### src/logic/rpcg_pkg.sv
// constants for the run-mode peripheral clock gate: register map, field layout, resets
// assumes a 32-bit register bus with word-aligned registers
package rpcg_pkg;
  localparam int NUM_UNITS = 10;
  localparam int ADDR_W = 12;
  // byte offsets
  localparam logic [11:0] RUN_EN_OFS = 12'h104;
  localparam logic [11:0] SLP_EN_OFS = 12'h114;
  localparam logic [11:0] DSL_EN_OFS = 12'h124;
  localparam logic [11:0] CLK_CFG_OFS = 12'h060;
  localparam logic [11:0] FAULT_STS_OFS = 12'h200;
  localparam logic [11:0] FAULT_MSK_OFS = 12'h204;
  // reset values
  localparam logic [31:0] GATE_RST = 32'h0000_0000;
  localparam logic [31:0] STS_RST = 32'h0000_0000;
  localparam logic [31:0] MSK_RST = 32'h0000_0000;
  localparam logic AUTO_GATE_RST = 1'b0;
  // writable gating positions; every other bit is reserved and reads zero
  localparam logic [31:0] GATE_MASK = 32'h0007_5037;
  localparam int AUTO_GATE_BIT = 27;
  // unit index to bit position: async_serial_unit_0_gate..2, sync_serial_unit_0_gate..1, twowire0..1, counter0..2
  localparam int UNIT_POS [NUM_UNITS] = '{0, 1, 2, 4, 5, 12, 14, 16, 17, 18};
  localparam logic [1:0] RESP_OKAY = 2'h0;
  localparam logic [1:0] RESP_SLVERR = 2'h2;
endpackage : rpcg_pkg

### src/logic/rpcg_top.sv
// run-mode peripheral clock gate with AXI4-Lite register slave
// assumes one 10 MHz clock, synchronous active-low reset, units honour o_unit_clk_en
// Functional notes
// - a set gating bit gives its unit the clock
// - a clear gating bit stops its unit's clock
// - access to an unclocked unit answers with a bus fault
// - all gating bits are zero after reset
// - run gating register sits at offset 0x104, reset value zero
// - bits 18, 17, 16 gate counter units 2, 1, 0
// - bit 14 gates two-wire unit 1, bit 12 two-wire unit 0
// - bit 5 gates sync serial unit 1, bit 4 unit 0
// - bits 2, 1, 0 gate async serial units 2, 1, 0
// - bits 15, 13, 11 to 6 and 3 are reserved and read zero
// - run register applies while running; sleep and deep-sleep registers otherwise
// - sleep registers apply only when auto gating is selected
//
// Register access over AXI4-Lite is this design's own decision.
`timescale 1ns/10ps
`default_nettype none
module rpcg_top #(
  parameter int NUM_UNITS = rpcg_pkg::NUM_UNITS,
  parameter int ADDR_W = rpcg_pkg::ADDR_W
) (
  input wire logic i_clk_sys,
  input wire logic i_nrst,
  input wire logic [ADDR_W-1:0] i_awaddr,
  input wire logic [2:0] i_awprot,
  input wire logic i_awvalid,
  output logic o_awready,
  input wire logic [31:0] i_wdata,
  input wire logic [3:0] i_wstrb,
  input wire logic i_wvalid,
  output logic o_wready,
  output logic [1:0] o_bresp,
  output logic o_bvalid,
  input wire logic i_bready,
  input wire logic [ADDR_W-1:0] i_araddr,
  input wire logic [2:0] i_arprot,
  input wire logic i_arvalid,
  output logic o_arready,
  output logic [31:0] o_rdata,
  output logic [1:0] o_rresp,
  output logic o_rvalid,
  input wire logic i_rready,
  input wire logic i_sleep_req,
  input wire logic i_deepsleep_req,
  input wire logic [NUM_UNITS-1:0] i_unit_access,
  output logic [NUM_UNITS-1:0] o_unit_clk_en,
  output logic [NUM_UNITS-1:0] o_unit_fault,
  output logic o_irq
);
  typedef struct packed {
    logic [31:0] run_en;
    logic [31:0] slp_en;
    logic [31:0] dsl_en;
    logic auto_gate;
    logic [31:0] fault_sts;
    logic [31:0] fault_msk;
    logic aw_got;
    logic w_got;
    logic [ADDR_W-1:0] awaddr;
    logic [31:0] wdata;
    logic [3:0] wstrb;
    logic awready;
    logic wready;
    logic bvalid;
    logic [1:0] bresp;
    logic arready;
    logic rvalid;
    logic [31:0] rdata;
    logic [1:0] rresp;
    logic irq;
    logic [NUM_UNITS-1:0] eff_en;
  } rpcg_top_state_t;

  rpcg_top_state_t s;
  rpcg_top_state_t next_s;
  logic [NUM_UNITS-1:0] fault_vec;

  // byte-lane merge restricted to the writable bits of a register
  function automatic logic [31:0] rpcg_merge(input logic [31:0] old, input logic [31:0] data,
                                             input logic [3:0] strb, input logic [31:0] wmask);
    logic [31:0] lanes;
    lanes = {{8{strb[3]}}, {8{strb[2]}}, {8{strb[1]}}, {8{strb[0]}}} & wmask;
    return (old & ~lanes) | (data & lanes);
  endfunction : rpcg_merge

  // gather the per-unit bits of a register in unit order
  function automatic logic [NUM_UNITS-1:0] rpcg_pick(input logic [31:0] r);
    logic [NUM_UNITS-1:0] v;
    v = '0;
    for (int k = 0; k < NUM_UNITS; k++) begin
      v[k] = r[rpcg_pkg::UNIT_POS[k]];
    end
    return v;
  endfunction : rpcg_pick

  // spread unit-order bits back to register positions
  function automatic logic [31:0] rpcg_place(input logic [NUM_UNITS-1:0] v);
    logic [31:0] r;
    r = '0;
    for (int k = 0; k < NUM_UNITS; k++) begin
      r[rpcg_pkg::UNIT_POS[k]] = v[k];
    end
    return r;
  endfunction : rpcg_place

  function automatic logic rpcg_hit(input logic [ADDR_W-1:0] a, input logic [11:0] ofs);
    return a[ADDR_W-1:2] == ofs[ADDR_W-1:2];
  endfunction : rpcg_hit

  always_comb begin
    logic [31:0] clr;
    logic [31:0] cfg_rd;
    logic wr_ok;
    logic rd_ok;
    clr = '0;
    cfg_rd = '0;
    wr_ok = 1'b0;
    rd_ok = 1'b0;
    next_s = s;

    // write channel: address and data may come in either order
    if (s.bvalid && i_bready) begin
      next_s.bvalid = 1'b0;
    end
    if (i_awvalid && s.awready) begin
      next_s.aw_got = 1'b1;
      next_s.awaddr = i_awaddr;
    end
    if (i_wvalid && s.wready) begin
      next_s.w_got = 1'b1;
      next_s.wdata = i_wdata;
      next_s.wstrb = i_wstrb;
    end
    if (s.aw_got && s.w_got && !s.bvalid) begin
      next_s.aw_got = 1'b0;
      next_s.w_got = 1'b0;
      next_s.bvalid = 1'b1;
      wr_ok = 1'b1;
      // reserved bits are masked off so a write there changes nothing
      if (rpcg_hit(s.awaddr, rpcg_pkg::RUN_EN_OFS)) begin
        next_s.run_en = rpcg_merge(s.run_en, s.wdata, s.wstrb, rpcg_pkg::GATE_MASK);
      end else if (rpcg_hit(s.awaddr, rpcg_pkg::SLP_EN_OFS)) begin
        next_s.slp_en = rpcg_merge(s.slp_en, s.wdata, s.wstrb, rpcg_pkg::GATE_MASK);
      end else if (rpcg_hit(s.awaddr, rpcg_pkg::DSL_EN_OFS)) begin
        next_s.dsl_en = rpcg_merge(s.dsl_en, s.wdata, s.wstrb, rpcg_pkg::GATE_MASK);
      end else if (rpcg_hit(s.awaddr, rpcg_pkg::CLK_CFG_OFS)) begin
        if (s.wstrb[rpcg_pkg::AUTO_GATE_BIT / 8]) begin
          next_s.auto_gate = s.wdata[rpcg_pkg::AUTO_GATE_BIT];
        end
      end else if (rpcg_hit(s.awaddr, rpcg_pkg::FAULT_STS_OFS)) begin
        clr = rpcg_merge('0, s.wdata, s.wstrb, rpcg_pkg::GATE_MASK);
      end else if (rpcg_hit(s.awaddr, rpcg_pkg::FAULT_MSK_OFS)) begin
        next_s.fault_msk = rpcg_merge(s.fault_msk, s.wdata, s.wstrb, rpcg_pkg::GATE_MASK);
      end else begin
        wr_ok = 1'b0;
      end
      next_s.bresp = wr_ok ? rpcg_pkg::RESP_OKAY : rpcg_pkg::RESP_SLVERR;
    end
    next_s.awready = !next_s.aw_got && !next_s.bvalid;
    next_s.wready = !next_s.w_got && !next_s.bvalid;

    // read channel
    if (s.rvalid && i_rready) begin
      next_s.rvalid = 1'b0;
    end
    if (i_arvalid && s.arready) begin
      next_s.rvalid = 1'b1;
      rd_ok = 1'b1;
      cfg_rd[rpcg_pkg::AUTO_GATE_BIT] = s.auto_gate;
      if (rpcg_hit(i_araddr, rpcg_pkg::RUN_EN_OFS)) begin
        next_s.rdata = s.run_en & rpcg_pkg::GATE_MASK;
      end else if (rpcg_hit(i_araddr, rpcg_pkg::SLP_EN_OFS)) begin
        next_s.rdata = s.slp_en & rpcg_pkg::GATE_MASK;
      end else if (rpcg_hit(i_araddr, rpcg_pkg::DSL_EN_OFS)) begin
        next_s.rdata = s.dsl_en & rpcg_pkg::GATE_MASK;
      end else if (rpcg_hit(i_araddr, rpcg_pkg::CLK_CFG_OFS)) begin
        next_s.rdata = cfg_rd;
      end else if (rpcg_hit(i_araddr, rpcg_pkg::FAULT_STS_OFS)) begin
        next_s.rdata = s.fault_sts;
      end else if (rpcg_hit(i_araddr, rpcg_pkg::FAULT_MSK_OFS)) begin
        next_s.rdata = s.fault_msk;
      end else begin
        next_s.rdata = '0;
        rd_ok = 1'b0;
      end
      next_s.rresp = rd_ok ? rpcg_pkg::RESP_OKAY : rpcg_pkg::RESP_SLVERR;
    end
    next_s.arready = !next_s.rvalid;

    // a fault in the same cycle as its clear keeps the bit set
    next_s.fault_sts = (s.fault_sts & ~clr) | rpcg_place(fault_vec);
    next_s.irq = |(next_s.fault_sts & next_s.fault_msk);

    // the pattern in force depends on power mode and the auto gating choice
    if (s.auto_gate && i_deepsleep_req) begin
      next_s.eff_en = rpcg_pick(s.dsl_en);
    end else if (s.auto_gate && i_sleep_req) begin
      next_s.eff_en = rpcg_pick(s.slp_en);
    end else begin
      next_s.eff_en = rpcg_pick(s.run_en);
    end
  end

  always_ff @(posedge i_clk_sys) begin
    if (!i_nrst) begin
      s <= '0;
      s.run_en <= rpcg_pkg::GATE_RST;
      s.slp_en <= rpcg_pkg::GATE_RST;
      s.dsl_en <= rpcg_pkg::GATE_RST;
      s.auto_gate <= rpcg_pkg::AUTO_GATE_RST;
      s.fault_sts <= rpcg_pkg::STS_RST;
      s.fault_msk <= rpcg_pkg::MSK_RST;
    end else begin
      s <= next_s;
    end
  end

  for (genvar g = 0; g < NUM_UNITS; g++) begin : g_unit
    rpcg_unit_gate u_gate (
      .i_clk_sys(i_clk_sys),
      .i_nrst(i_nrst),
      .i_en(s.eff_en[g]),
      .i_access(i_unit_access[g]),
      .o_clk_en(o_unit_clk_en[g]),
      .o_fault(fault_vec[g])
    );
  end

  assign o_unit_fault = fault_vec;
  assign o_awready = s.awready;
  assign o_wready = s.wready;
  assign o_bvalid = s.bvalid;
  assign o_bresp = s.bresp;
  assign o_arready = s.arready;
  assign o_rvalid = s.rvalid;
  assign o_rdata = s.rdata;
  assign o_rresp = s.rresp;
  assign o_irq = s.irq;

  a_reserved_zero: assert property (@(posedge i_clk_sys) disable iff (!i_nrst)
    (s.run_en & ~rpcg_pkg::GATE_MASK) == 32'h0000_0000)
    else $error("reserved run gating bit became set");
  // first sampled edge after release sees the reset state, never the unknown start-up value
  a_reset_clear: assert property (@(posedge i_clk_sys) disable iff (!i_nrst)
    $past(!i_nrst) |-> s.run_en == 32'h0000_0000 && s.eff_en == '0)
    else $error("gating bits not zero after reset");
  a_run_select: assert property (@(posedge i_clk_sys) disable iff (!i_nrst)
    !s.auto_gate |=> s.eff_en == rpcg_pick($past(s.run_en)))
    else $error("run pattern not applied without auto gating");
  a_sleep_select: assert property (@(posedge i_clk_sys) disable iff (!i_nrst)
    s.auto_gate && i_sleep_req && !i_deepsleep_req |=> s.eff_en == rpcg_pick($past(s.slp_en)))
    else $error("sleep pattern not applied");
  a_fault_sticky: assert property (@(posedge i_clk_sys) disable iff (!i_nrst)
    |fault_vec |=> (s.fault_sts & rpcg_place($past(fault_vec))) == rpcg_place($past(fault_vec)))
    else $error("fault event did not set status");
  a_irq_level: assert property (@(posedge i_clk_sys) disable iff (!i_nrst)
    o_irq == |(s.fault_sts & s.fault_msk))
    else $error("interrupt out of step with masked status");

  // channel payloads hold while valid waits for ready; no new take overlaps an answer
  a_bresp_hold: assert property (@(posedge i_clk_sys) disable iff (!i_nrst)
    s.bvalid && !i_bready |=> s.bvalid && $stable(s.bresp))
    else $error("write response dropped before it was taken");
  a_rdata_hold: assert property (@(posedge i_clk_sys) disable iff (!i_nrst)
    s.rvalid && !i_rready |=> s.rvalid && $stable(s.rdata) && $stable(s.rresp))
    else $error("read response changed before it was taken");
  a_write_blocked: assert property (@(posedge i_clk_sys) disable iff (!i_nrst)
    s.bvalid |-> !s.awready && !s.wready)
    else $error("write channel ready while a response is pending");
  a_read_blocked: assert property (@(posedge i_clk_sys) disable iff (!i_nrst)
    s.rvalid |-> !s.arready)
    else $error("read address ready while read data is pending");
  a_run_write: assert property (@(posedge i_clk_sys) disable iff (!i_nrst)
    s.aw_got && s.w_got && !s.bvalid && &s.wstrb && rpcg_hit(s.awaddr, rpcg_pkg::RUN_EN_OFS)
    |=> s.run_en == ($past(s.wdata) & rpcg_pkg::GATE_MASK))
    else $error("run gating write did not land on the writable bits");
  a_status_clear: assert property (@(posedge i_clk_sys) disable iff (!i_nrst)
    s.aw_got && s.w_got && !s.bvalid && &s.wstrb && fault_vec == '0
    && rpcg_hit(s.awaddr, rpcg_pkg::FAULT_STS_OFS)
    |=> (s.fault_sts & $past(s.wdata) & rpcg_pkg::GATE_MASK) == 32'h0000_0000)
    else $error("written one did not clear fault status");
  a_read_reserved: assert property (@(posedge i_clk_sys) disable iff (!i_nrst)
    s.rvalid |-> (s.rdata & ~(rpcg_pkg::GATE_MASK | (32'h1 << rpcg_pkg::AUTO_GATE_BIT))) == '0)
    else $error("reserved bit read back as one");

  // mode selection: deep sleep wins, and with no sleep request the run pattern holds
  a_deep_select: assert property (@(posedge i_clk_sys) disable iff (!i_nrst)
    s.auto_gate && i_deepsleep_req |=> s.eff_en == rpcg_pick($past(s.dsl_en)))
    else $error("deep-sleep pattern not applied");
  a_awake_select: assert property (@(posedge i_clk_sys) disable iff (!i_nrst)
    !i_sleep_req && !i_deepsleep_req |=> s.eff_en == rpcg_pick($past(s.run_en)))
    else $error("run pattern not applied while awake");

  // unit-facing outputs: quiet after reset, faults only for units that were unclocked
  a_unit_reset: assert property (@(posedge i_clk_sys) disable iff (!i_nrst)
    $past(!i_nrst) |-> o_unit_clk_en == '0 && o_unit_fault == '0 && !o_irq)
    else $error("unit enables or faults not clear after reset");
  a_fault_only_gated: assert property (@(posedge i_clk_sys) disable iff (!i_nrst)
    |o_unit_fault |-> (o_unit_fault & ~$past(o_unit_clk_en)) == o_unit_fault)
    else $error("fault raised for a clocked unit");
endmodule : rpcg_top
`default_nettype wire

### src/logic/rpcg_unit_gate.sv
// one peripheral's clock enable and bus-fault check
// assumes the unit uses o_clk_en as a synchronous clock enable on i_clk_sys
`timescale 1ns/10ps
`default_nettype none
module rpcg_unit_gate (
  input wire logic i_clk_sys,
  input wire logic i_nrst,
  input wire logic i_en,
  input wire logic i_access,
  output logic o_clk_en,
  output logic o_fault
);
  typedef struct packed {
    logic clk_en;
    logic fault;
  } rpcg_gate_t;

  rpcg_gate_t s;
  rpcg_gate_t next_s;

  always_comb begin
    next_s = s;
    // a registered enable cannot glitch, unlike a combinational gate on the clock
    next_s.clk_en = i_en;
    // the check uses the enable the unit actually sees this cycle
    next_s.fault = i_access && !s.clk_en;
  end

  always_ff @(posedge i_clk_sys) begin
    if (!i_nrst) begin
      s <= '0;
    end else begin
      s <= next_s;
    end
  end

  assign o_clk_en = s.clk_en;
  assign o_fault = s.fault;

  a_gated_fault: assert property (@(posedge i_clk_sys) disable iff (!i_nrst)
    i_access && !o_clk_en |=> o_fault)
    else $error("access to gated unit gave no fault");
  a_open_no_fault: assert property (@(posedge i_clk_sys) disable iff (!i_nrst)
    i_access && o_clk_en |=> !o_fault)
    else $error("fault on access to clocked unit");
  a_enable_follow: assert property (@(posedge i_clk_sys) disable iff (!i_nrst)
    !i_en ##1 !i_en |-> !o_clk_en)
    else $error("clock enable left on after gate bit cleared");
endmodule : rpcg_unit_gate
`default_nettype wire

### config.mk
export PLATFORM = sky130hd
export DESIGN_NAME = rpcg_top
export DESIGN_NICKNAME = d
export VERILOG_FILES = /design/src/logic/rpcg_pkg.sv /design/src/logic/rpcg_top.sv /design/src/logic/rpcg_unit_gate.sv
export SDC_FILE = /design/constraint.sdc
export NUM_CORES = 1
export LEC_CHECK = 0
export BUFFER_PORTS_ARGS = -buffer_cell sky130_fd_sc_hd__buf_2
export CORE_UTILIZATION = 25
export DETAILED_ROUTE_END_ITERATION = 8
export HOLD_SLACK_MARGIN = 0.12
export PLACE_DENSITY = 0.45
export RECOVER_POWER = 50
export SLEW_MARGIN = 15
export SYNTH_ARGS = -nofsm -noshare
export SYNTH_HDL_FRONTEND = slang
export SYNTH_SLANG_ARGS = --single-unit
### constraint.sdc
create_clock -name i_clk_sys -period 2.6 [get_ports i_clk_sys]
set_input_delay 0.39 -clock i_clk_sys [delete_from_list [all_inputs] [get_ports i_clk_sys]]
set_output_delay 0.39 -clock i_clk_sys [all_outputs]
set_load 0.03 [all_outputs]
-- After elaboration in Yosys (flattened, before gate mapping)
Cells that the tools add are included.
- eq/ne operators: 12
- multiplexer cells: 43
- bitwise operators: 17
- reductions and logical operators: 41
- operators with widths (kind ; count):
    2-to-1 mux 32 bit ; 18
    bitwise AND 32 bit ; 6
    OR 32 bit ; 4
    equality test 10 x 7 -> 1 bit (second input constant) ; 6
    equality test 10 x 8 -> 1 bit (second input constant) ; 4
    2-to-1 mux 35 bit ; 1
    2-to-1 mux 34 bit ; 1
    bitwise AND 32 x 19 -> 32 bit ; 1
    NOT 19 -> 32 bit ; 1
    NOT 32 bit ; 1
    OR 32 x 19 -> 32 bit ; 1
    OR reduction 32 bit ; 1
    logical AND 1 bit ; 21
    equality test 10 x 5 -> 1 bit (second input constant) ; 2
    2-to-1 mux 10 bit ; 2
    2-to-1 mux 1 bit ; 18
    logical NOT 1 bit ; 15
    AND reduction 6 bit ; 1
    2-to-1 mux 2 bit ; 2
    AND reduction 4 bit ; 1
    2-to-1 mux 3 bit ; 1
    NOT 1 bit ; 3
    AND reduction 3 bit ; 1
    AND reduction 2 bit ; 1
- flip-flop bits (word level): 283
- word-level logic and storage cells: 154

-- Depth between registers and ports, before layout
Gate-level depths: netlist (run 1).
- depth in word-level cells: 12
- mapped depth: 8
- mapped depth without buffers: 6

-- Modules after synthesis
A second synthesis (run 1) with hierarchy kept.
- cell total of the unflattened synthesis: 627
- area, all modules: 5507.8 µm²
- modules (own cells, without submodules) (module ; instances ; area an instance (µm²) ; cells each ; sequential area each (µm²)):
    rpcg_top ; 1 ; 4957.3 ; 587 ; 2142.1
    rpcg_unit_gate ; 10 ; 55.1 ; 4 ; 40.0

-- Worst setup path before layout (run 1)
Ideal clock, no wire load.
- path type: register to register
- start point: register s, in the netlist o_bvalid
- end point: register s, in the netlist o_irq
- data arrival time: 1.929 ns
- path buffers: 1
- library setup time: 0.125 ns
- setup slack: 0.546 ns
- clock period less this slack: 2.054 ns
- stages on the path, launching flop included: 8
- cell sequence: dfxtp_1 > and3b_2 > clkbuf_2 > and3_1 > nand3_1 > mux2i_1 > o221ai_2 > o41a_1
- longest elaborated chain between the ends: 8
- elaborated cells between the ends (all ways): 9
- RTL lines (element ; line ; text):
    start, declared ; rpcg_top.sv:76 ; rpcg_top_state_t s;
    start signal, assigned ; rpcg_top.sv:216 ; s <= next_s;
    logical NOT 1 bit * ; rpcg_top.sv:136 ; if (s.aw_got && s.w_got && !s.bvalid) begin
    logical AND 1 bit * ; rpcg_top.sv:136 ;
    2-to-1 mux 32 bit ; rpcg_top.sv:136 ;
    NOT 32 bit ; rpcg_top.sv:193 ; next_s.fault_sts = (s.fault_sts & ~clr) | rpcg_place(fault_vec);
    bitwise AND 32 bit ; rpcg_top.sv:193 ;
    OR 32 x 19 -> 32 bit ; rpcg_top.sv:193 ;
    bitwise AND 32 bit * ; rpcg_top.sv:194 ; next_s.irq = |(next_s.fault_sts & next_s.fault_msk);
    OR reduction 32 bit * ; rpcg_top.sv:194 ;
Mark *: on every way between the ends. The rest lies on a longest branch, timed or not.
A chain may end at the register's enable or synchronous reset.

-- Worst setup path in the final report (run 1)
- start point: register s[92] (netlist name)
- end point: register s, in the netlist o_irq
- longest elaborated chain between the ends: 12
- elaborated cells between the ends (all ways): 24
- RTL lines (element ; line ; text):
    equality test 10 x 8 -> 1 bit ; rpcg_top.sv:109 ; return a[ADDR_W-1:2] == ofs[ADDR_W-1:2];
    2-to-1 mux 32 bit ; rpcg_top.sv:152 ; end else if (rpcg_hit(s.awaddr, rpcg_pkg::FAULT_STS_OFS)) begin
    2-to-1 mux 32 bit ; rpcg_top.sv:148 ; end else if (rpcg_hit(s.awaddr, rpcg_pkg::CLK_CFG_OFS)) begin
    2-to-1 mux 32 bit ; rpcg_top.sv:146 ; end else if (rpcg_hit(s.awaddr, rpcg_pkg::DSL_EN_OFS)) begin
    2-to-1 mux 32 bit ; rpcg_top.sv:144 ; end else if (rpcg_hit(s.awaddr, rpcg_pkg::SLP_EN_OFS)) begin
    2-to-1 mux 32 bit ; rpcg_top.sv:142 ; if (rpcg_hit(s.awaddr, rpcg_pkg::RUN_EN_OFS)) begin
    2-to-1 mux 32 bit ; rpcg_top.sv:136 ;
    NOT 32 bit ; rpcg_top.sv:193 ;
    bitwise AND 32 bit ; rpcg_top.sv:193 ;
    OR 32 x 19 -> 32 bit ; rpcg_top.sv:193 ;
    bitwise AND 32 bit * ; rpcg_top.sv:194 ;
    OR reduction 32 bit * ; rpcg_top.sv:194 ;
Marks and branches as above.

==> results of run 1 <==
Yosys cell counts (2+ instances only):
cell type	number	area, sq um
and3b_1	12	105
o211a_1	11	110
o221ai_1	9	78.8
a22oi_1	9	67.6
o22ai_1	3	18.8
nor2b_1	28	175
buf_2	2	10.0
a21boi_0	61	458
nor3b_1	2	15.0
and3_1	2	12.5
clkbuf_1	29	109
nand3_1	55	275
a21oi_1	16	80.1
buf_4	58	435
nor2_1	17	63.8
mux2i_1	18	180
a21oi_2	3	26.3
nand2_1	123	462
a31oi_1	2	12.5
buf_1	2	7.51
and4b_1	4	40.0
nand3b_1	2	15.0
nand2b_1	3	18.8
mux2_2	10	113
nor4b_1	2	17.5
dfxtp_1	127	2540
and2b_1	3	22.5
nor3_1	5	25.0
and2_1	12	75.1
nand4_1	6	37.5
through the flow:
step	hold WS, ns	area [sq um]	util
final	0.218	6830	0.301
after global routing	0.205	6820	0.300
after CTS	0.199	6880	0.303
after detailed placement	0.419	6290	0.277
after global placement	0.416	6290	0.277
after floorplan	0.412	5910	-
final timing paths:
path | start | slack (ns) | cells after the start | end
worst max-delay path | s[92] | 0.25 | 6 | o_irq
worst min-delay path | i_unit_access[4] | 0.22 | 2 | g_unit[4].u_gate.o_fault
worst max register to register | s[92] | 0.25 | 6 | o_irq
worst min register to register | s[9] | 0.43 | 1 | g_unit[9].u_gate.o_clk_en
cell type report:
| cell class | count | area, sq um | share of cell area |
|---|---|---|---|
| Antenna cell | 1 | 2.50 | 0.000367 |
| Clock buffer | 18 | 429 | 0.0629 |
| Clock inverter | 14 | 168 | 0.0246 |
| Multi-Input combinational cell | 460 | 2790 | 0.408 |
| Sequential cell | 127 | 2540 | 0.373 |
| Tap cell | 285 | 357 | 0.0522 |
| Timing Repair Buffer | 109 | 541 | 0.0792 |
power groups by stage:
stage / Clock [mW] / Combinational (mW) / Sequential (mW)
finish: 2.39 / 0.344 / 2.05
CTS: 2.47 / 0.353 / 2.05
floorplan: 0 / 0.265 / 2.08
detailed placement: 0 / 0.353 / 2.09
global route: 2.56 / 0.381 / 2.05
global placement: 0 / 0.352 / 2.09
worst max-delay path, delay by kind of cell, from the launching register on:
kind             cells  cell delay, ns
AND/OR/NAND/NOR      3            1.13
AO/OA/AOI/OAI        3            0.74
flip-flops           1            0.36
cells by family after synthesis:
| family | count (synthesis) |
|---|---|
| other | 1 |
| buffers and inverters | 93 |
| DFF | 127 |
| muxes | 28 |
| and+or+nand+nor | 287 |
| AOI/OAI and AO/OA | 122 |
per-layer routing:
metal | GRT usage | up-vias | part of all wire
met2 | 0.201 | 129 | 0.43
met4 | 0.0476 | 0 | 0.013
li1 | - | 2327 | -
met5 | 0 | - | 0
met1 | 0.202 | 2140 | 0.50
met3 | 0.0297 | 12 | 0.053
==> metrics, run 1 <==
Crit path required time slightly below 3 ns; Filler Cell Count about 2500; CTS Buf Count 17; synthesized flop and latch total around 130; Sequential Power Share 0.428; RSZ-0062 raised after global routing no; Distinct cells, synth 52; Post-Synth XOR/XNOR Area 0; Tightest Pin Transition ~1.5 ns; Core Area 22700 sq um; simple logic cell fraction of the synthesized area 0.254; Cell Rows 55; layout cells sized above 1 0.177; cts hold-fix bufs 0; P_leak about 2.7 nW; CTS max path bufs 2; Routed WL per cell approximately 16 um; GPL Wtd Cong 0.764; largest net degree at the start of global routing 85; Slew HR 0.0291; post-route setup slack ~0.25 ns; Final Power ~4.8 mW; Synth warnings 0; die height about 150 um; die area between 20000 and 25000 sq um; largest family of logic cells by synthesized area simple AND/OR/NAND/NOR gates; DRC 0; final setup vio count 0; fmax 425 MHz; CP Launch Type flip-flop; complex-gate fraction of the synthesized area 0.159; Power Dens Cells 701 nW/um^2; Ports 147; 1st-iter DRT viols approximately 280; initial core utilization 0.256; Die Span X between 150 and 200 um; vias in the first global route 4418; Worst-path clk slew about 0.06 ns; most common cell after layout, fill and taps aside dfxtp_1; Crit. End Element flip-flop; clock period minus worst slack ~2.4 ns; P_sw 1.16 mW; Routed Antenna Nets 0; TNS Setup 0 ns; Max IR drop VDD approximately 0.00037 V; HP Class in2reg; post-synthesis mux area share 0.0503; nets 800; Post-synth ARST share 0; # H-tree levels 4; length of the first detailed-routing pass in iterations 7; Critical Setup Path Class reg2reg; Max-Cap Viols 0; Routed WL ~16 mm; dpl ws between 0.2 and 0.25 ns; Tcrit/Tclk final 0.905; Setup Fix Bufs, Post-CTS 0; crit path max fanout 8; drt via density roughly 4.5; Crit path largest cell delay approximately 0.50 ns; cell internal pwr 3.62 mW; Syn Inst Count roughly 660; Clock Latency Late Sink 0.42 ns; Root Buffer Master clkbuf_16; Post-synth EDFFs 0; Post-Syn Area around 5800 sq um; fin cells 1014; count of pins over their slew limit 0; initial antenna violation count 1; first-pass GRT wire length approximately 25 mm; area delta synth->final 17.2%; Layout Skew roughly 0.014 ns; Mean Syn Cell Area 8.85 sq um; final count of hold timing violations 0; via count ~4600; commonest cells after routing, fill and taps aside 127 x dfxtp_1, 123 x nand2_1, 61 x a21boi_0; total grt overflow 0; status completed; Post-Synth Adder-Cell Area 0; crit-path cells nor4_4 -> and4_1 -> nand3_1 -> a21oi_1 -> o22ai_1 -> o41a_1; DP HPWL 11.8 mm; Port-buffer cells approximately 90; leading register cell type out of synthesis dfxtp_1; total track usage 0.139; register area share after synthesis 0.437; Worst EP arrival between 2 and 3 ns; CTS tree done; Switching Share 0.242; cts repair resizes 0; Gate power share 0.072; Slowest-stage cell, CP nor4_4; Placed Cells roughly 1000; total clock sinks between 100 and 150; Clk pwr share 0.500
Note: power is estimated with default switching activity, not from simulation.
==> run 2, diff against run 1 <==
==> constraint.sdc (replaced) <==
create_clock -name i_clk_sys -period 2.8 [get_ports i_clk_sys]
set_input_delay 0.42 -clock i_clk_sys [delete_from_list [all_inputs] [get_ports i_clk_sys]]
set_output_delay 0.42 -clock i_clk_sys [all_outputs]
set_load 0.03 [all_outputs]
==> run 2 against run 1 <==
Net effect:
- flip-flop and latch count is the same
- design area is 0.57% lower
- critical path depth stayed put
- via count decreased by 0.13%
- fmax decreased by 2.6%
- critical path type unchanged
==> metrics, run 2 (same netlist as run 1, synthesis figures left out) <==
Critical Setup Path Class reg2reg; CP Launch Type flip-flop; Crit path largest cell delay 0.58 ns (+0.08 ns); # H-tree levels 4 (unchanged); Root Buffer Master clkbuf_16; die area 23900 sq um (unchanged); drt via density 4.53 (-0.33%); Clock Latency Late Sink 0.42 ns (about the same); P_leak 2.67 nW (-1.1%); Setup Fix Bufs, Post-CTS 0 (unchanged); Crit. End Element flip-flop; initial core utilization 0.256 (unchanged); Cell Rows 55 (unchanged); DRC 0 (unchanged); Tcrit/Tclk final 0.863 (-0.0420); Slowest-stage cell, CP nor4b_2; via count 4602 (-0.13%); Max IR drop VDD 0.000271 V (-26%); count of pins over their slew limit 0 (unchanged); nets 802 (+0.25%); GPL Wtd Cong 0.779 (+2.0%); area delta synth->final 16.5%; 1st-iter DRT viols 217 (-21%); Layout Skew 0.00928 ns (-0.00449 ns); RSZ-0062 raised after global routing no; Power Dens Cells 633 nW/um^2 (-9.7%); Crit path max-delay family simple AND/OR/NAND/NOR gates; Slew HR 0.285 (+0.256); CTS tree done; fmax 414 MHz (-2.6%); TNS Setup 0 ns (unchanged); length of the first detailed-routing pass in iterations 4 (-3); Worst-path clk slew 0.06 ns (about the same); total track usage 0.138 (-0.00126); Critical Path Start s[98]; Core Area 22700 sq um (unchanged); Tightest Pin Transition 1.07 ns (-0.384 ns); buffers plus inverters on the worst setup path 0 (unchanged); largest net degree at the start of global routing 29 (-66%); die height 155 um (unchanged); vias in the first global route 4468 (+1.1%); total clock sinks 127 (unchanged); min-delay src i_unit_access[1]; cts repair resizes 0 (unchanged); crit path max fanout 5 (-3); Routed Antenna Nets 0 (unchanged); commonest cells after routing, fill and taps aside 127 x dfxtp_1, 123 x nand2_1, 61 x a21boi_0; initial antenna violation count 1 (unchanged); Crit path required time 3.10 ns (+0.21 ns); Worst EP arrival 2.72 ns (+0.07 ns); clock period minus worst slack 2.42 ns (+0.0635 ns); HP Class in2reg; DP HPWL 12.0 mm (+1.6%); Routed WL per cell 15.6 um (-0.50%); most common cell after layout, fill and taps aside dfxtp_1; crit-path cells nor4b_2 -> nand4_2 -> mux2i_1 -> o22a_2 -> o221ai_2 -> o41a_1; first-pass GRT wire length 25.0 mm (-1.4%); CTS Buf Count 17 (unchanged); Port-buffer cells 92 (unchanged); Hold WS 0.239 ns (+0.0212 ns); Die Span X 155 um (unchanged); Max-Cap Viols 0 (unchanged); Routed WL 15.9 mm (-0.30%); final count of hold timing violations 0 (unchanged); status completed; Ports 147 (unchanged); layout cells sized above 1 0.173 (-0.00460); cts hold-fix bufs 0 (unchanged); CTS max path bufs 2 (unchanged); final setup vio count 0 (unchanged); total grt overflow 0 (unchanged); Filler Cell Count 2485 (+0.24%); R2R Path Start s[98]
run 2: worst paths after layout:
path                          endpoint  slack [ns]  depth (start not counted)
min reg2reg  g_unit[9].u_gate.o_clk_en        0.43                          1
max reg2reg                      o_irq        0.38                          6
min           g_unit[1].u_gate.o_fault        0.24                          2
max                              o_irq        0.38                          6
run 2: per-layer routing:
layer | track usage | routed length, um | up-vias
met3 | 0.0339 | 798 | 14
met5 | 0 | 0 | -
met4 | 0.0471 | 233 | 0
met2 | 0.208 | 6850 | 114
li1 | - | - | 2343
met1 | 0.190 | 7970 | 2131
run 2: stage by stage:
stage / power [mW] / cell area [sq um] / setup slack [ns] / util / instances
global placement: 2.27 / 6300 / 0.435 / 0.277 / 983
CTS: 4.37 / 6860 / 0.371 / 0.302 / 1015
detailed placement: 2.27 / 6300 / 0.397 / 0.277 / 983
floorplan: 2.18 / 5910 / 0.746 / - / 680
global route: 4.47 / 6780 / 0.210 / 0.299 / 1015
finish: 4.29 / 6790 / 0.382 / 0.299 / 1016
run 2: where the power goes:
group	total [mW]	leakage, nW	internal (mW)	switching (mW)
combinational	0.314	1.37	0.110	0.205
clock	2.08	0.269	1.24	0.834
sequential	1.90	1.03	1.85	0.0503
run 2: final cells by class:
cell class | instances | area (sq um) | share of cell area
Clock inverter | 13 | 116 | 0.0171
Multi-Input combinational cell | 460 | 2790 | 0.411
Timing Repair Buffer | 111 | 539 | 0.0795
Sequential cell | 127 | 2540 | 0.375
Clock buffer | 19 | 443 | 0.0653
Tap cell | 285 | 357 | 0.0525
Antenna cell | 1 | 2.50 | 0.000369
run 2: worst register-to-register path: cells and delay by family (launching register included):
kind | cells | cell delay (ns)
AOI/OAI and AO/OA | 3 | 0.67
and+or+nand+nor | 2 | 0.99
muxes | 1 | 0.29
DFF | 1 | 0.35
